`config.mk`:
```
export PLATFORM = sky130hd
export DESIGN_NAME = sls_status_top
export DESIGN_NICKNAME = d
export VERILOG_FILES = /design/src/sls_pkg.sv /design/src/sls_lane_init.sv /design/src/sls_status_top.sv
export SDC_FILE = /design/constraint.sdc
export NUM_CORES = 1
export LEC_CHECK = 0
export ABC_AREA = 1
export BUFFER_PORTS_ARGS = -buffer_cell sky130_fd_sc_hd__buf_2
export CORE_UTILIZATION = 25
export DETAILED_ROUTE_END_ITERATION = 6
export GPL_ROUTABILITY_DRIVEN = 0
export PLACE_DENSITY = 0.43
export SKIP_CTS_REPAIR_TIMING = 1
export SLEW_MARGIN = 20
export SYNTH_ARGS = -nofsm -noshare
export SYNTH_HDL_FRONTEND = slang
export SYNTH_SLANG_ARGS = --single-unit
```
`constraint.sdc`:
```
create_clock -name clock -period 2.35 [get_ports clock]
set_input_delay 0.705 -clock clock [delete_from_list [all_inputs] [get_ports clock]]
set_output_delay 0.705 -clock clock [all_outputs]
set_load 0.02 [all_outputs]
```
`src/sls_pkg.sv`:
```
// Shared constants, register map and carrier types for the simplex link status block.
package sls_pkg;

   localparam int LANES_DEF     = 4;
   localparam int DATA_W_DEF    = 32;
   localparam int LOCK_CYC_DEF  = 4;
   localparam int TIMER_CYC_DEF = 64;
   localparam int MIN_RESET_CYC = 6;

   localparam logic [11:0] CTRL_OFS = 12'h000;
   localparam logic [11:0] STAT_OFS = 12'h004;
   localparam logic [11:0] ECNT_OFS = 12'h008;

   localparam int CTRL_TIMER_BIT = 0;
   localparam int CTRL_TXRST_BIT = 1;
   localparam int CTRL_RXRST_BIT = 2;
   localparam logic CTRL_TIMER_RST = 1'b0;

   localparam logic [31:0] RD_ZERO = 32'h0000_0000;
   localparam logic [15:0] CNT_ZERO = 16'h0000;

   typedef struct packed {
      logic restart;
      logic verified;
      logic bonded;
      logic aligned;
   } sls_partner_t;

   localparam sls_partner_t PARTNER_RST = 4'h0;

   typedef enum logic [4:0] {
      st_lane   = 5'b00001,
      st_align  = 5'b00010,
      st_bond   = 5'b00100,
      st_verify = 5'b01000,
      st_up     = 5'b10000
   } sls_state_t;

endpackage

```
`src/sls_lane_init.sv`:
```
// Per-lane initialisation tracker: lane is up after a run of good sync cycles.
`timescale 1ns/100ps
module sls_lane_init #(
   parameter int LOCK_CYC = sls_pkg::LOCK_CYC_DEF
) (
   input  wire logic clock,
   input  wire logic reset_n,
   input  wire logic ce,
   input  wire logic clear,
   input  wire logic sync,
   output logic      lane_up
);

   logic [7:0] run_ff;
   logic       up_ff;
   wire  logic run_done = (run_ff >= 8'(LOCK_CYC - 1));

   always_ff @(posedge clock or negedge reset_n) begin
      if (!reset_n) begin
         run_ff <= 8'h00;
         up_ff  <= 1'b0;
      end else if (ce) begin
         if (clear || !sync) begin
            run_ff <= 8'h00;
            up_ff  <= 1'b0;
         end else begin
            run_ff <= run_done ? run_ff : run_ff + 8'h01;
            up_ff  <= run_done;
         end
      end
   end

   assign lane_up = up_ff;

endmodule

```
`src/sls_status_top.sv`:
```
// Simplex transmit and receive initialisation status cores with an APB control slave.
//
// The register offsets and the APB slave port were chosen for this implementation.
`timescale 1ns/100ps
module sls_status_top #(
   parameter int LANES     = sls_pkg::LANES_DEF,
   parameter int DATA_W    = sls_pkg::DATA_W_DEF,
   parameter int LOCK_CYC  = sls_pkg::LOCK_CYC_DEF,
   parameter int TIMER_CYC = sls_pkg::TIMER_CYC_DEF
) (
   input  wire logic                 clock,
   input  wire logic                 reset_n,
   input  wire logic                 ce,
   input  wire logic                 psel,
   input  wire logic                 penable,
   input  wire logic                 pwrite,
   input  wire logic [11:0]          paddr,
   input  wire logic [31:0]          pwdata,
   output logic      [31:0]          prdata,
   output logic                      pready,
   output logic                      pslverr,
   input  wire logic                 tx_system_reset,
   input  wire sls_pkg::sls_partner_t tx_partner,
   input  wire logic [LANES-1:0]     tx_lane_ok,
   input  wire logic                 tx_hard_det,
   input  wire logic                 tx_power_down,
   output logic                      tx_gt_power_down,
   output logic                      tx_channel_up,
   output logic      [LANES-1:0]     tx_lane_up,
   output logic                      tx_hard_err,
   input  wire logic                 rx_system_reset,
   input  wire logic [LANES-1:0]     rx_lane_sync,
   input  wire logic                 rx_bond_done,
   input  wire logic                 rx_verify_done,
   input  wire logic                 rx_frame_det,
   input  wire logic                 rx_soft_det,
   input  wire logic                 rx_hard_det,
   input  wire logic                 rx_power_down,
   input  wire logic                 rx_data_valid_in,
   input  wire logic [DATA_W-1:0]    rx_data_in,
   output logic                      rx_gt_power_down,
   output sls_pkg::sls_partner_t     rx_partner,
   output logic                      rx_channel_up,
   output logic      [LANES-1:0]     rx_lane_up,
   output logic                      rx_hard_err,
   output logic                      frame_err,
   output logic                      soft_err,
   output logic                      rx_data_valid,
   output logic      [DATA_W-1:0]    rx_data
);

   function automatic logic all_lanes(input logic [LANES-1:0] v);
      return &v;
   endfunction

   // Register state.
   logic                  ctrl_timer_ff;
   logic                  tx_srst_ff;
   logic                  rx_srst_ff;
   logic [15:0]           soft_cnt_ff;
   logic [15:0]           frame_cnt_ff;
   logic [31:0]           prdata_ff;
   logic                  pready_ff;
   logic                  pslverr_ff;

   // Core state.
   sls_pkg::sls_state_t   tx_state_ff;
   sls_pkg::sls_state_t   nxt_tx_state;
   sls_pkg::sls_state_t   rx_state_ff;
   sls_pkg::sls_state_t   nxt_rx_state;
   logic [15:0]           tmr_ff;
   logic                  tx_up_ff;
   logic                  tx_hard_ff;
   logic                  rx_up_ff;
   logic                  rx_hard_ff;
   sls_pkg::sls_partner_t rx_partner_ff;
   logic                  frame_q_ff;
   logic                  soft_q_ff;
   logic                  frame_err_ff;
   logic                  soft_err_ff;
   logic                  rx_valid_ff;
   logic [DATA_W-1:0]     rx_data_ff;
   logic                  tx_pd_ff;
   logic                  rx_pd_ff;

   // APB decode.
   wire logic apb_acc  = psel & penable;
   wire logic apb_load = apb_acc & ~pready_ff;
   wire logic apb_done = apb_acc & pready_ff;
   wire logic wr_en    = apb_done & pwrite;
   wire logic hit_ctrl = (paddr == sls_pkg::CTRL_OFS);
   wire logic hit_stat = (paddr == sls_pkg::STAT_OFS);
   wire logic hit_ecnt = (paddr == sls_pkg::ECNT_OFS);
   wire logic map_hit  = hit_ctrl | hit_stat | hit_ecnt;
   wire logic ecnt_clr = wr_en & hit_ecnt;

   wire logic [7:0]  tx_lane8  = 8'(tx_lane_up);
   wire logic [7:0]  rx_lane8  = 8'(rx_lane_up);
   wire logic [31:0] ctrl_word = {31'h0000_0000, ctrl_timer_ff};
   wire logic [31:0] stat_word = {8'h00, rx_lane8, tx_lane8, 1'b0, tx_partner.verified,
                                  tx_partner.bonded, tx_partner.aligned, rx_hard_ff,
                                  rx_up_ff, tx_hard_ff, tx_up_ff};
   wire logic [31:0] ecnt_word = {frame_cnt_ff, soft_cnt_ff};
   wire logic [31:0] rd_word   = hit_ctrl ? ctrl_word :
                                 hit_stat ? stat_word :
                                 hit_ecnt ? ecnt_word : sls_pkg::RD_ZERO;

   // Core resets: system reset or a software reset pulse.
   wire logic tx_core_rst = tx_system_reset | tx_srst_ff;
   wire logic rx_core_rst = rx_system_reset | rx_srst_ff;
   wire logic tx_restart  = tx_core_rst | tx_partner.restart;
   wire logic tx_all_up   = all_lanes(tx_lane_up);
   wire logic rx_all_up   = all_lanes(rx_lane_up);
   wire logic tx_lost     = ~tx_all_up | tx_hard_ff;
   wire logic rx_lost     = ~rx_all_up | rx_hard_ff;
   wire logic tmr_done    = (tmr_ff >= 16'(TIMER_CYC - 1));

   // partner aligned, bonded or verified flag, or timer when the partner is timer based
   wire logic tx_go_align  = ctrl_timer_ff ? tmr_done : tx_partner.aligned;
   wire logic tx_go_bond   = ctrl_timer_ff ? tmr_done : tx_partner.bonded;
   wire logic tx_go_verify = ctrl_timer_ff ? tmr_done : tx_partner.verified;
   wire sls_pkg::sls_state_t after_align = (LANES > 1) ? sls_pkg::st_bond : sls_pkg::st_verify;

   // Lane trackers for both cores.
   genvar gi;
   generate
      for (gi = 0; gi < LANES; gi++) begin : g_lane
         sls_lane_init #(.LOCK_CYC(LOCK_CYC)) u_tx_lane (
            .clock   (clock),
            .reset_n (reset_n),
            .ce      (ce),
            .clear   (tx_restart | tx_hard_ff),
            .sync    (tx_lane_ok[gi]),
            .lane_up (tx_lane_up[gi])
         );
         sls_lane_init #(.LOCK_CYC(LOCK_CYC)) u_rx_lane (
            .clock   (clock),
            .reset_n (reset_n),
            .ce      (ce),
            .clear   (rx_core_rst | rx_hard_ff),
            .sync    (rx_lane_sync[gi]),
            .lane_up (rx_lane_up[gi])
         );
      end
   endgenerate

   always_comb begin
      nxt_tx_state = tx_state_ff;
      case (tx_state_ff)
         sls_pkg::st_lane:   if (tx_all_up && !tx_hard_ff) nxt_tx_state = sls_pkg::st_align;
         sls_pkg::st_align:  if (tx_go_align) nxt_tx_state = after_align;
         sls_pkg::st_bond:   if (tx_go_bond) nxt_tx_state = sls_pkg::st_verify;
         sls_pkg::st_verify: if (tx_go_verify) nxt_tx_state = sls_pkg::st_up;
         sls_pkg::st_up:     nxt_tx_state = sls_pkg::st_up;
         default:            nxt_tx_state = sls_pkg::st_lane;
      endcase
      if (tx_restart || tx_lost) begin
         nxt_tx_state = sls_pkg::st_lane;
      end
   end

   always_comb begin
      nxt_rx_state = rx_state_ff;
      case (rx_state_ff)
         sls_pkg::st_lane:   if (rx_all_up && !rx_hard_ff) nxt_rx_state = sls_pkg::st_align;
         sls_pkg::st_align:  nxt_rx_state = after_align;
         sls_pkg::st_bond:   if (rx_bond_done) nxt_rx_state = sls_pkg::st_verify;
         sls_pkg::st_verify: if (rx_verify_done) nxt_rx_state = sls_pkg::st_up;
         sls_pkg::st_up:     nxt_rx_state = sls_pkg::st_up;
         default:            nxt_rx_state = sls_pkg::st_lane;
      endcase
      if (rx_core_rst || rx_lost) begin
         nxt_rx_state = sls_pkg::st_lane;
      end
   end

   // restart on loss after lanes were up
   wire logic rx_need_restart = rx_lost & (rx_state_ff != sls_pkg::st_lane);
   wire logic frame_evt = rx_frame_det & ~frame_q_ff;
   wire logic soft_evt  = rx_soft_det & ~soft_q_ff;

   // APB slave: one wait state, then the answer.
   always_ff @(posedge clock or negedge reset_n) begin
      if (!reset_n) begin
         pready_ff  <= 1'b0;
         pslverr_ff <= 1'b0;
         prdata_ff  <= sls_pkg::RD_ZERO;
      end else if (ce) begin
         pready_ff  <= apb_load;
         pslverr_ff <= apb_load & ~map_hit;
         prdata_ff  <= (apb_load && !pwrite) ? rd_word : sls_pkg::RD_ZERO;
      end
   end

   // Soft resets are single-cycle pulses so they cannot be left stuck on.
   always_ff @(posedge clock or negedge reset_n) begin
      if (!reset_n) begin
         ctrl_timer_ff <= sls_pkg::CTRL_TIMER_RST;
         tx_srst_ff    <= 1'b0;
         rx_srst_ff    <= 1'b0;
      end else if (ce) begin
         if (wr_en && hit_ctrl) begin
            ctrl_timer_ff <= pwdata[sls_pkg::CTRL_TIMER_BIT];
         end
         tx_srst_ff <= wr_en & hit_ctrl & pwdata[sls_pkg::CTRL_TXRST_BIT];
         rx_srst_ff <= wr_en & hit_ctrl & pwdata[sls_pkg::CTRL_RXRST_BIT];
      end
   end

   // An event in the clearing cycle is counted, not lost.
   always_ff @(posedge clock or negedge reset_n) begin
      if (!reset_n) begin
         soft_cnt_ff  <= sls_pkg::CNT_ZERO;
         frame_cnt_ff <= sls_pkg::CNT_ZERO;
      end else if (ce) begin
         soft_cnt_ff  <= (ecnt_clr ? sls_pkg::CNT_ZERO : soft_cnt_ff) + 16'(soft_evt);
         frame_cnt_ff <= (ecnt_clr ? sls_pkg::CNT_ZERO : frame_cnt_ff) + 16'(frame_evt);
      end
   end

   // Transmit core.
   always_ff @(posedge clock or negedge reset_n) begin
      if (!reset_n) begin
         tx_state_ff <= sls_pkg::st_lane;
         tmr_ff      <= 16'h0000;
         tx_up_ff    <= 1'b0;
         tx_hard_ff  <= 1'b0;
         tx_pd_ff    <= 1'b0;
      end else if (ce) begin
         tx_state_ff <= nxt_tx_state;
         tmr_ff      <= (nxt_tx_state != tx_state_ff) ? 16'h0000 : tmr_ff + 16'h0001;
         tx_up_ff    <= (nxt_tx_state == sls_pkg::st_up);
         tx_hard_ff  <= ~tx_core_rst & (tx_hard_ff | tx_hard_det);
         tx_pd_ff    <= tx_power_down;
      end
   end

   // Receive core.
   always_ff @(posedge clock or negedge reset_n) begin
      if (!reset_n) begin
         rx_state_ff   <= sls_pkg::st_lane;
         rx_up_ff      <= 1'b0;
         rx_hard_ff    <= 1'b0;
         rx_pd_ff      <= 1'b0;
         rx_partner_ff <= sls_pkg::PARTNER_RST;
      end else if (ce) begin
         rx_state_ff <= nxt_rx_state;
         rx_up_ff    <= (nxt_rx_state == sls_pkg::st_up);
         rx_hard_ff  <= ~rx_core_rst & (rx_hard_ff | rx_hard_det);
         rx_pd_ff    <= rx_power_down;
         rx_partner_ff.aligned  <= (nxt_rx_state != sls_pkg::st_lane);
         rx_partner_ff.bonded   <= (nxt_rx_state == sls_pkg::st_verify) |
                                   (nxt_rx_state == sls_pkg::st_up);
         rx_partner_ff.verified <= (nxt_rx_state == sls_pkg::st_up);
         // restart request, driven in every mode
         rx_partner_ff.restart  <= rx_need_restart | rx_core_rst;
      end
   end

   // Receive data and error pulses.
   always_ff @(posedge clock or negedge reset_n) begin
      if (!reset_n) begin
         frame_q_ff   <= 1'b0;
         soft_q_ff    <= 1'b0;
         frame_err_ff <= 1'b0;
         soft_err_ff  <= 1'b0;
         rx_valid_ff  <= 1'b0;
         rx_data_ff   <= '0;
      end else if (ce) begin
         frame_q_ff   <= rx_frame_det;
         soft_q_ff    <= rx_soft_det;
         frame_err_ff <= frame_evt;
         soft_err_ff  <= soft_evt;
         // data only with lanes and channel up
         rx_valid_ff  <= rx_data_valid_in & rx_all_up & rx_up_ff;
         if (rx_data_valid_in && rx_all_up && rx_up_ff) begin
            rx_data_ff <= rx_data_in;
         end
      end
   end

   // all outputs from user clock flops
   assign prdata           = prdata_ff;
   assign pready           = pready_ff;
   assign pslverr          = pslverr_ff;
   assign tx_gt_power_down = tx_pd_ff;
   assign tx_channel_up    = tx_up_ff;
   assign tx_hard_err      = tx_hard_ff;
   assign rx_gt_power_down = rx_pd_ff;
   assign rx_partner       = rx_partner_ff;
   assign rx_channel_up    = rx_up_ff;
   assign rx_hard_err      = rx_hard_ff;
   assign frame_err        = frame_err_ff;
   assign soft_err         = soft_err_ff;
   assign rx_data_valid    = rx_valid_ff;
   assign rx_data          = rx_data_ff;

endmodule

```
# Word-level counts from Yosys, hierarchy flattened
# Index checks and enable logic that the tools add are counted.
# word_totals
reg_bits	213
latchBits	0
ramBits	0
mem_bits_ro	0
word_cells	210
memories	0
# op_classes
n_addsub	11
multipliers	0
div	0
order_cmp	9
eq_ne	26
shift	0
n_mux	45
n_bitwise	37
reduce_logical	40
# op_table
op	count
32-bit 2-to-1 mux	4
8-bit 2-to-1 mux	16
8-bit by 1-bit adder with 8-bit output, second input constant	8
8-bit by 2-bit greater-or-equal comparator with 1-bit output, second input constant	8
5-bit case mux with 5 select lines	2
16-bit 2-to-1 mux	3
5-bit 2-to-1 mux	9
16-bit by 1-bit adder with 16-bit output	2
5-bit equality test, second input constant	4
2-bit AND reduction	10
16-bit by 1-bit adder with 16-bit output, second input constant	1
1-bit AND	16
16-bit by 6-bit greater-or-equal comparator with 1-bit output, second input constant	1
2-bit != test, second input constant	8
5-bit by 4-bit equality test with 1-bit output, second input constant	3
1-bit OR	13
12-bit by 3-bit equality test with 1-bit output, second input constant	1
12-bit by 4-bit equality test with 1-bit output, second input constant	1
12-bit zero test	1
1-bit zero test	11
1-bit 2-to-1 mux	11
5-bit by 1-bit equality test with 1-bit output, second input constant	2
5-bit by 2-bit equality test with 1-bit output, second input constant	2
5-bit by 3-bit equality test with 1-bit output, second input constant	2
6 further kinds	29

# Depth between registers and ports, before layout
# Gate-level depths: netlist (run 1).
# depth
depth_word	7
depth_mapped	20
depth_no_buf	18

# Hierarchy
# A second synthesis (run 1) with hierarchy kept.
# hier_totals
hier_cells	1093
hier_area_um2	9862.0
# by_module_without_submodules
module	instances	cells_per_inst	area_each_um2
sls_status_top	1	733	6769.0
sls_lane_init	8	45	386.6

# Least setup slack after synthesis (run 1)
# No wires, ideal clock.
# synth_path
kind	input to register
startpoint	input paddr[9]
endpoint	register soft_cnt_ff[12]
arrival_ps	2499
required_time_ps	2229
slack_ps	-270
cell_stages	17
path_buffers	2
path_cell_list	nor2_1 -> nand2_1 -> nor2_2 -> and2_4 -> buf_6 -> nand2_8 -> buf_4 -> nand2_1 -> inv_1 -> ha_1 -> ha_1 -> nand4_2 -> nor3_2 -> nand2_1 -> nor2_1 -> nand2_1 -> xor2_1
# synth_between
elab_chain_cells	4
# synth_rtl
item	line	rtl
start: declaration	sls_status_top.sv:17	input wire logic [11:0] paddr,
12-bit by 4-bit equality test with 1-bit output	sls_status_top.sv:93	wire logic hit_ecnt = (paddr == sls_pkg::ECNT_OFS);
1-bit AND	sls_status_top.sv:95	wire logic ecnt_clr = wr_en & hit_ecnt;
16-bit 2-to-1 mux	sls_status_top.sv:216	soft_cnt_ff <= (ecnt_clr ? sls_pkg::CNT_ZERO : soft_cnt_ff) + 16'(soft_evt);
16-bit by 1-bit adder with 16-bit output	sls_status_top.sv:216	
end signal: assignment	sls_status_top.sv:213	soft_cnt_ff <= sls_pkg::CNT_ZERO;
end signal: assignment	sls_status_top.sv:216	
end: declaration	sls_status_top.sv:60	logic [15:0] soft_cnt_ff;
# Every way passes these cells.
# A chain may end at the register's enable or synchronous reset.

# Final worst setup path (run 1)
# layout_path
startpoint	register tmr_ff[0]
endpoint	register tmr_ff[15]
# layout_between
elab_chain_cells	7
word_cells_on_any_way	12
cone_classes	add/sub: 1; order compare: 1; eq/ne: 1; mux: 9
# layout_rtl
item	line	rtl
start: declaration	sls_status_top.sv:71	logic [15:0] tmr_ff;
start signal: assignment	sls_status_top.sv:231	tmr_ff <= (nxt_tx_state != tx_state_ff) ? 16'h0000 : tmr_ff + 16'h0001;
16-bit by 6-bit greater-or-equal comparator with 1-bit output	sls_status_top.sv:116	wire logic tmr_done = (tmr_ff >= 16'(TIMER_CYC - 1));
1-bit 2-to-1 mux (on tied branches)	sls_status_top.sv:121, sls_status_top.sv:119, sls_status_top.sv:120	
5-bit 2-to-1 mux (on tied branches)	sls_status_top.sv:153, sls_status_top.sv:151, sls_status_top.sv:152	
5-bit case mux with 5 select lines	sls_status_top.sv:149	case (tx_state_ff)
5-bit 2-to-1 mux	sls_status_top.sv:157	if (tx_restart || tx_lost) begin
5-bit != test	sls_status_top.sv:231	
16-bit 2-to-1 mux *	sls_status_top.sv:231	
# Every way passes the cells marked *; elsewhere a longest branch is shown, timed or not.

==> out/results.ini, run 1 <==
[finish]
finalInstanceArea_sq_mm=0.01266
fin_nets=1396
antenna_cells=0
multi_input_area_sq_mm=0.003666
fillers=4037
seq_area_sq_mm=0.005333
drive_gt1_share_pct=29.38
area_growth_syn_to_layout_pct=29.15

[global_routing]
grt_pass1_vias=7632
grt_max_degree=46
antenna_found_initial=1
grt_use_total_pct=13.67
grt_pass1_wl_um=42210
overflow=0

[sta]
layout_min_cycle_time_ns=2.095
min_period_over_period_pct=89.14
setup_violations=0
worst_slew_pin_slew_ns=0.7483
rsz0062_at_grt=no
final_hold_viol_count=0
slew_headroom_pct=50.11
finalMaxSlewViolations=0
max_freq_mhz=477.4
fin_hold_ws_ns=0.06235
skew_ns=0.006073

[placed_design]
place_area_sq_mm=0.01181
dp_hpwl_um=19240
port-buffer-count=162

[yosys]
synth_top_family_by_area=simple AND/OR/NAND/NOR gates
synthFlopType=dfrtp_1
syn-cell-area_sq_mm=0.009801
ys_async_sr_fraction_pct=100.0
yosysTopAreaCell=dfrtp_1
synth_compound_area_share_pct=9.371
synth_cell_types=44
ys_ff_latch=213
netlist_top_cells_area=dfrtp_1, nand2_1, inv_1
synth_most_common_cell=dfrtp_1
synth_edf_count=0
ys_warn_count=0
synthXorXnorAreaFrac_pct=3.128
synth-simple-area-share_pct=18.52
synth_fa_ha_area_share_pct=1.660
syn_inst=1047
avgSynthCellArea_sq_um=9.361
synth_fp_nets=1165
seq_area_frac_synth_pct=54.41
synth_top_area_share_pct=53.87
synth_common_cells=dfrtp_1, nand2_1, inv_1
synthMuxAreaShare_pct=3.792

[critical_path]
path_class=register to register
rr_worst_depth=16
worstSetupEndpointType=register
critPathMaxFanout=8
worst_setup_path_start_kind=register
required_ns=2.82
cp.arrival_ns=2.56

[routing]
wirelength_um=26640
routedWlPerCell_um=14.68
via_per_inst=4.212
drt_iter0_markers=308
dr_total_vias=7645
final_antenna_net_count=0
drtPass1Iterations=6
drc=0

[clocking]
clk_pin_slew_worst_paths_ns=0.06
cts_num_sinks=213
root_buffer=clkbuf_16
cts_max_level=1
clock_latency_ns=0.54
cts_buffer_depth=3
numCtsBuffers=27
cts_tree=yes

[pwr]
ir_worst_vdd_mv=0.5352
fin_total_pwr_mw=8.780
p_leak_nw=6.410
powerDensity_mw_per_mm2=693.6

[floorplanning]
row_count=72
die-area_sq_mm=0.04000
initial_core_util_pct=25.36
fp.coreArea_sq_mm=0.03865
io_pins=192
die_h_um=200.0
die_w_um=200.0

[job]
maxCapViolations=0

[hold_path]
hp-class=input pin to async pin

[outcome]
status=finished clean

final cells by class:
type,count,share of cell area (%)
clock inverter,12,0.7513
sequential,213,42.13
clock buffer,36,5.842
inverter,166,5.051
tap,518,5.121
multi-input combinational,626,28.96
timing repair buffer,244,12.14
placed cells by master, fill, tap and decap left out, drive strengths merged, types with 2 or more instances in the layout:
master and n:
inv 164, buf 244, a31oi 4, o21ai 54, dfstp 2, nand2 194, o41ai 2, nor2 113
xnor2 16, a32o 25, clkbuf 36, nand3 49, clkinv 12, nor3 14, a21oi 37, ha 13
and2 2, o22ai 7, o21a 5, nand4 20, nor4 14, xor2 19, dfrtp 211, mux2 33
cells by family (layout without fill, tap and decap cells):
kind of cell,after synthesis,in the layout
and+or+nand+nor,407,407
DFF,213,213
buffers and inverters,208,458
AOI/OAI and AO/OA,138,138
xor gates and xnor gates,35,35
muxes,33,33
adders and majority gates,13,13
registers in the layout, indices dropped and copies added (netlist names), 4 cells and up:
register,count
g_lane.u_rx_lane.run_ff,32
g_lane.u_tx_lane.run_ff,32
prdata,32
rx_data,32
frame_cnt_ff,16
soft_cnt_ff,16
tmr_ff,16
rx_state_ff,5
tx_state_ff,5
g_lane.u_rx_lane.lane_up,4
g_lane.u_tx_lane.lane_up,4
rx_partner,4
worst max-delay path, cell delays in order (launching register included):
cell and delay (ns):
dfrtp_1 0.37, ha_1 0.19, nand3_1 0.09, nor2_1 0.18
nor2_1 0.06, nand2_1 0.09, nand2_2 0.10, o21ai_2 0.10
nand2_1 0.07, nand2_1 0.08, nand2_1 0.06, nand2_1 0.06
nand2_1 0.06, nor2_2 0.11, nand2_2 0.08, buf_4 0.19
a21oi_1 0.14
final timing paths:
path	end	slack [ns]	startpoint
max	tmr_ff[15]$_DFFE_PN0P_	0.26	tmr_ff[0]$_DFFE_PN0P_
min	g_lane[1].u_rx_lane.run_ff[4]$_DFFE_PN0P_	0.06	reset_n
max reg2reg	tmr_ff[15]$_DFFE_PN0P_	0.26	tmr_ff[0]$_DFFE_PN0P_
min reg2reg	tx_gt_power_down$_DFFE_PN0P_	0.46	tx_gt_power_down$_DFFE_PN0P_
max in group asynchronous	rx_state_ff[0]$_DFFE_PN1P_	1.67	reset_n
min in group clock	rx_gt_power_down$_DFFE_PN0P_	0.36	rx_power_down
metrics by stage:
step	setup TNS (ns)	instances	utilization [%]	setup slack, ns
final	0	1815	32.75	0.2552
after global routing	0	1815	32.75	0.02191
after CTS	0	1815	32.72	0.2261
after detailed placement	-3.674	1767	30.57	-0.3143
after global placement	-3.299	1767	30.57	-0.2909
after floorplan	-0.7430	1047	-	-0.1710
power breakdown:
part,internal [mW],switching [mW]
clock network,2.31,1.63
logic,0.338,0.526
registers,3.83,0.143
total,6.48,2.30
routing by layer:
| layer | up-vias | wire [um] | GRT usage, % |
|---|---|---|---|
| li1 | 3839 | - | - |
| met3 | 36 | 1084 | 2.638 |
| met1 | 3644 | 13340 | 19.71 |
| met2 | 124 | 11570 | 20.78 |
| met5 | - | 17 | 0 |
| met4 | 2 | 628 | 3.619 |
(Power assumes the default switching activity.)
==> run 2: changes to the inputs <==
--- a/config.mk
+++ b/config.mk
@@ -10,6 +10,7 @@
 export CORE_UTILIZATION = 25
 export DETAILED_ROUTE_END_ITERATION = 6
 export GPL_ROUTABILITY_DRIVEN = 0
+export MAX_ROUTING_LAYER = met4
 export PLACE_DENSITY = 0.43
 export SKIP_CTS_REPAIR_TIMING = 1
 export SLEW_MARGIN = 20
==> out/results.ini, run 2 (synthesis gave the netlist of run 1 again) <==
[placed_design]
port-buffer-count=162  ; unchanged
dp_hpwl_um=19240  ; unchanged
numPlacedInstances=1767  ; unchanged

[clocking]
clock_latency_ns=0.55  ; about the same
cts_tree=yes
cts_num_sinks=213  ; unchanged
cts_buffer_depth=3  ; unchanged
cts_max_level=1  ; unchanged
root_buffer=clkbuf_16
numCtsBuffers=27  ; unchanged
clk_pin_slew_worst_paths_ns=0.06  ; about the same

[critical_path]
rr_worst_depth=16  ; unchanged
cp_slowest_stage_delay_ns=0.37  ; about the same
required_ns=2.82  ; about the same
crit_chain=ha_1, nand3_1, nor2_1, nor2_1, nand2_1, nand2_2, o21ai_2, nand2_1, nand2_1, nand2_1, nand2_1, nand2_1, nor2_2, nand2_2, buf_4, a21oi_1
reg2reg_to=tmr_ff[15]$_DFFE_PN0P_
path_class=register to register
worstSetupEndpointType=register
worst_setup_path_start_kind=register
crit_family=simple AND/OR/NAND/NOR gates
critPathMaxFanout=8  ; unchanged
startpoint=tmr_ff[0]$_DFFE_PN0P_
critPathSlowestCell=dfrtp_1
cp_num_cells=16  ; unchanged
regToRegSetupSlack_ns=0.26  ; about the same
path_buf_inv=1  ; unchanged
r2r-start=tmr_ff[0]$_DFFE_PN0P_
cp-endpoint=tmr_ff[15]$_DFFE_PN0P_
crit_top_cell=nand2_1
cp.arrival_ns=2.56  ; about the same

[floorplanning]
die_w_um=200.0  ; unchanged
io_pins=192  ; unchanged
initial_core_util_pct=25.36  ; unchanged
row_count=72  ; unchanged
die-area_sq_mm=0.04000  ; unchanged
die_h_um=200.0  ; unchanged
fp.coreArea_sq_mm=0.03865  ; unchanged

[routing]
drtPass1Iterations=5  ; -1
final_antenna_net_count=0  ; unchanged
drt_iter0_markers=302  ; -1.9%
routedWlPerCell_um=14.66  ; -0.15%
via_per_inst=4.224  ; +0.27%
drc=0  ; unchanged
wirelength_um=26620  ; about the same
dr_total_vias=7670  ; +0.33%

[finish]
fin_nets=1396  ; unchanged
area_growth_syn_to_layout_pct=29.17  ; about the same
multi_input_area_sq_mm=0.003666  ; unchanged
fin_util_pct=32.76  ; about the same
seq_area_sq_mm=0.005333  ; unchanged
fillers=4037  ; unchanged
drive_gt1_share_pct=29.38  ; unchanged
mostFrequentLayoutCell=dfrtp_1
layout_common_cells=dfrtp_1, nand2_1, buf_2, inv_1, nor2_1
final_cells=1816  ; +0.055%

[global_routing]
grt.busiest_layer=met2
grt_pass1_wl_um=42300  ; +0.21%
grt_use_met1_pct=19.82  ; +0.11 points
use_met3_pct=2.638  ; unchanged
grt_util_met2_pct=20.69  ; -0.090 points
grt_use_total_pct=14.09  ; +0.43 points
grt_max_degree=46  ; unchanged
grt_pass1_vias=7614  ; -0.24%
antenna_found_initial=1  ; unchanged
overflow=0  ; unchanged

[pwr]
seqPwrFrac_pct=45.3  ; about the same
p_int_mw=6.481  ; about the same
combPwrFrac_pct=9.8  ; about the same
ir_worst_vdd_mv=0.5356  ; about the same
power.switching_mw=2.294  ; -0.18%
power_frac_clock_pct=44.8  ; about the same
p_sw_share_pct=26.14  ; -0.034 points
powerDensity_mw_per_mm2=693.1  ; about the same
p_leak_nw=6.410  ; unchanged

[sta]
min_period_over_period_pct=88.99  ; -0.15 points
worst_slew_pin_slew_ns=0.7479  ; -0.0003917 ns
finalMaxSlewViolations=0  ; unchanged
setup_tns_ns=0  ; unchanged
layout_min_cycle_time_ns=2.091  ; -0.003469 ns
rsz0062_at_grt=no
fin_hold_ws_ns=0.06008  ; -0.002275 ns
max_freq_mhz=478.2  ; +0.17%
slew_headroom_pct=50.14  ; about the same
setup_violations=0  ; unchanged
final_hold_viol_count=0  ; unchanged
skew_ns=0.005586  ; -0.0004873 ns

[outcome]
status=finished clean

[hold_path]
hp-class=input pin to async pin

[job]
maxCapViolations=0  ; unchanged

## run 2: cell count changes in the layout (fill, tap and decap cells not counted), sizes merged
cell,delta
diode,+1
## run 2: final cells by class
type,instances,share of cell area (%)
flip-flops and latches,213,42.12
multi-input cells,626,28.96
repair buffers,244,12.14
clock buffers,36,5.841
well taps,518,5.120
inverters,166,5.050
clock inverters,12,0.7511
diodes,1,0.01977
## run 2: power by group through the flow
| stage | clock network [mW] | logic, mW | registers (mW) |
|---|---|---|---|
| floorplan | 0 | 0.459 | 4.04 |
| global placement | 0 | 0.874 | 4.04 |
| detailed placement | 0 | 0.881 | 4.04 |
| CTS | 4.12 | 0.886 | 3.98 |
| global route | 4.26 | 0.991 | 4.00 |
| finish | 3.93 | 0.863 | 3.98 |
## run 2: stage by stage
stage	cell area (sq um)	total power, mW	setup slack, ns
2_1_floorplan	9901	4.498	-0.1710
3_3_place_gp	11810	4.913	-0.2909
3_5_place_dp	11810	4.924	-0.3143
4_1_cts	12650	8.982	0.2261
5_1_grt	12660	9.249	0.02095
6_report	12660	8.775	0.2587
## run 2: how the worst min path moves through the flow
stage / cells past startpoint / to / slack (ns)
finish: 1 / g_lane[1].u_rx_lane.run_ff[4]$_DFFE_PN0P_ / 0.06
floorplan: 0 / ctrl_timer_ff$_DFFE_PN0P_ / 0.41
global placement: 2 / tx_gt_power_down$_DFFE_PN0P_ / 0.45
global route: 1 / g_lane[1].u_rx_lane.run_ff[4]$_DFFE_PN0P_ / 0.05
CTS: 1 / g_lane[1].u_rx_lane.run_ff[0]$_DFFE_PN0P_ / 0.04
detailed placement: 2 / tx_gt_power_down$_DFFE_PN0P_ / 0.46
## run 2: layer usage
metal	share of wire, %	routed length (um)
met1	50	13330
met2	43	11550
met3	4.1	1095
met4	2.4	633
met5	0	0
## run 2: worst reg2reg max path, cell delays in order, from the launching register on
cell and delay [ns]:
dfrtp_1 0.37, ha_1 0.19, nand3_1 0.09, nor2_1 0.17, nor2_1 0.06, nand2_1 0.09, nand2_2 0.10, o21ai_2 0.10
nand2_1 0.07, nand2_1 0.08, nand2_1 0.06, nand2_1 0.06, nand2_1 0.06, nor2_2 0.11, nand2_2 0.08, buf_4 0.19
a21oi_1 0.14
==> run 3: changes to the inputs <==
--- a/config.mk
+++ b/config.mk
@@ -12,6 +12,7 @@
 export GPL_ROUTABILITY_DRIVEN = 0
 export MAX_ROUTING_LAYER = met4
 export PLACE_DENSITY = 0.43
+export SETUP_SLACK_MARGIN = 0.4
 export SKIP_CTS_REPAIR_TIMING = 1
 export SLEW_MARGIN = 20
 export SYNTH_ARGS = -nofsm -noshare
==> out/results.ini, run 3 (synthesis gave the netlist of run 1 again) <==
[outcome]
status=finished clean

[critical_path]
cp_slowest_stage_delay_ns=0.37  ; about the same
critPathMaxFanout=6  ; -2
required_ns=2.83  ; about the same
path_buf_inv=1  ; unchanged
crit_family=simple AND/OR/NAND/NOR gates
critPathSlowestCell=dfrtp_1
cp.arrival_ns=2.51  ; -0.05 ns
worstSetupEndpointType=register
worst_setup_path_start_kind=register
crit_chain=ha_2, nand3_2, nor2_2, nor2_1, nand2_1, nand2_2, o21ai_2, nand2_1, nand2_2, nand2_2, nand2_1, nand2_1, nor2_2, nand2_4, buf_6, a21oi_2
path_class=register to register
crit_top_cell=nand2_1

[clocking]
clk_pin_slew_worst_paths_ns=0.06  ; about the same
cts_buffer_depth=3  ; unchanged
numCtsBuffers=28  ; +3.7%
root_buffer=clkbuf_16
cts_num_sinks=213  ; unchanged
cts_tree=yes
cts_max_level=1  ; unchanged
clock_latency_ns=0.56  ; about the same

[floorplanning]
initial_core_util_pct=25.36  ; unchanged
io_pins=192  ; unchanged
row_count=72  ; unchanged
die_w_um=200.0  ; unchanged
fp.coreArea_sq_mm=0.03865  ; unchanged
die_h_um=200.0  ; unchanged
die-area_sq_mm=0.04000  ; unchanged

[sta]
min_period_over_period_pct=86.51  ; -2.5 points
skew_ns=0.007138  ; +0.001552 ns
rsz0062_at_grt=yes
final_hold_viol_count=0  ; unchanged
max_freq_mhz=491.9  ; +2.9%
setup_violations=0  ; unchanged
fin_hold_ws_ns=0.03334  ; -0.02674 ns
slew_headroom_pct=70.30  ; +20 points
finalMaxSlewViolations=0  ; unchanged
worst_slew_pin_slew_ns=0.4454  ; -0.3025 ns
layout_min_cycle_time_ns=2.033  ; -0.05823 ns

[finish]
fin_nets=1410  ; +1.0%
mostFrequentLayoutCell=dfrtp_1
final_cells=1832  ; +0.88%
drive_gt1_share_pct=33.74  ; +4.4 points
area_growth_syn_to_layout_pct=34.75
layout_common_cells=dfrtp_1, nand2_1, buf_2, inv_1, nor2_1

[pwr]
fin_total_pwr_mw=9.286  ; +5.8%
seqPwrFrac_pct=43.0  ; -2.3 points
power_frac_clock_pct=46.5  ; +1.7 points
p_int_mw=6.838  ; +5.5%
powerDensity_mw_per_mm2=703.1  ; +1.4%
p_sw_share_pct=26.36  ; +0.22 points
combPwrFrac_pct=10.5  ; +0.7 points
ir_worst_vdd_mv=0.5757  ; +7.5%
p_leak_nw=6.634  ; +3.5%
power.switching_mw=2.448  ; +6.7%

[routing]
drtPass1Iterations=4  ; -1
via_per_inst=4.244  ; +0.48%
routedWlPerCell_um=14.68  ; +0.15%
final_antenna_net_count=0  ; unchanged
drc=0  ; unchanged
drt_iter0_markers=341  ; +13%
dr_total_vias=7775  ; +1.4%
wirelength_um=26890  ; +1.0%

[global_routing]
grt_max_degree=51  ; +11%
grt_pass1_wl_um=42170  ; -0.33%
antenna_found_initial=1  ; unchanged
overflow=0  ; unchanged
grt_pass1_vias=7622  ; +0.11%
grt_use_total_pct=13.92  ; -0.17 points

[placed_design]
dp_hpwl_um=19110  ; -0.68%
numPlacedInstances=1759  ; -0.45%
port-buffer-count=162  ; unchanged

[hold_path]
hp-class=input pin to async pin

[job]
maxCapViolations=0  ; unchanged

[run 3: cell types whose count changed in the layout (fill, tap and decap cells not counted), moves of 6 or more]
cell / change
o21ai_0: -7
nand2_2: +7
nand2_1: -13
nand2_4: +6
buf_6: +19
nor2_4: +10
buf_2: -6
nor2_1: -7
[run 3: power by group through the flow]
stage	clock network (mW)	logic [mW]	registers, mW
6_report	4.32	0.976	3.99
5_1_grt	4.64	1.11	4.02
4_1_cts	4.49	0.899	3.98
3_5_place_dp	0	0.891	4.04
3_3_place_gp	0	0.880	4.04
2_1_floorplan	0	0.469	4.04
[run 3: final cells by class]
class	instances	area, sq um
fill	4025	25440
clock inverter	16	175.2
sequential	213	5335
clock buffer	35	757.0
inverter	166	646.9
tap	518	648.1
antenna	1	2.502
timing repair buffer	257	1720
multi-input combinational	626	3921
[run 3: worst register-to-register path, cell delays in order, from the launching register on]
cell and delay (ns):
dfrtp_1 0.37, ha_2 0.20, nand3_2 0.08, nor2_2 0.13
nor2_1 0.05, nand2_1 0.10, nand2_2 0.10, o21ai_2 0.09
nand2_1 0.08, nand2_2 0.08, nand2_2 0.05, nand2_1 0.05
nand2_1 0.06, nor2_2 0.13, nand2_4 0.10, buf_6 0.15
a21oi_2 0.13
[run 3: final timing paths]
path,start,to,slack (ns),depth (start not counted)
setup reg to reg,tmr_ff[1]$_DFFE_PN0P_,tmr_ff[2]$_DFFE_PN0P_,0.32,16
max in group asynchronous,reset_n,g_lane[2].u_rx_lane.run_ff[1]$_DFFE_PN0P_,1.64,2
min in group clock,rx_power_down,rx_gt_power_down$_DFFE_PN0P_,0.35,3
hold / removal,reset_n,rx_partner[1]$_DFFE_PN0P_,0.03,1
hold reg to reg,rx_gt_power_down$_DFFE_PN0P_,rx_gt_power_down$_DFFE_PN0P_,0.47,2
setup / recovery,tmr_ff[1]$_DFFE_PN0P_,tmr_ff[2]$_DFFE_PN0P_,0.32,16
[run 3: per-stage QoR]
stage          setup WS (ns)  cell area (sq um)  TNS (ns)  utilization [%]
2_1_floorplan        -0.1710               9928   -0.6206                -
3_3_place_gp         -0.2694              11740    -3.388            30.38
3_5_place_dp         -0.2584              11740    -3.501            30.38
4_1_cts               0.2161              12670         0            32.80
5_1_grt               0.1090              13210         0            34.17
6_report              0.3169              13210         0            34.17
[run 3: metal layers]
metal	GRT usage, %	routed length [um]	up-vias
li1	-	-	3867
met2	20.41	11740	145
met4	3.930	689	0
met5	-	0	-
met3	2.352	1257	45
met1	19.63	13200	3718
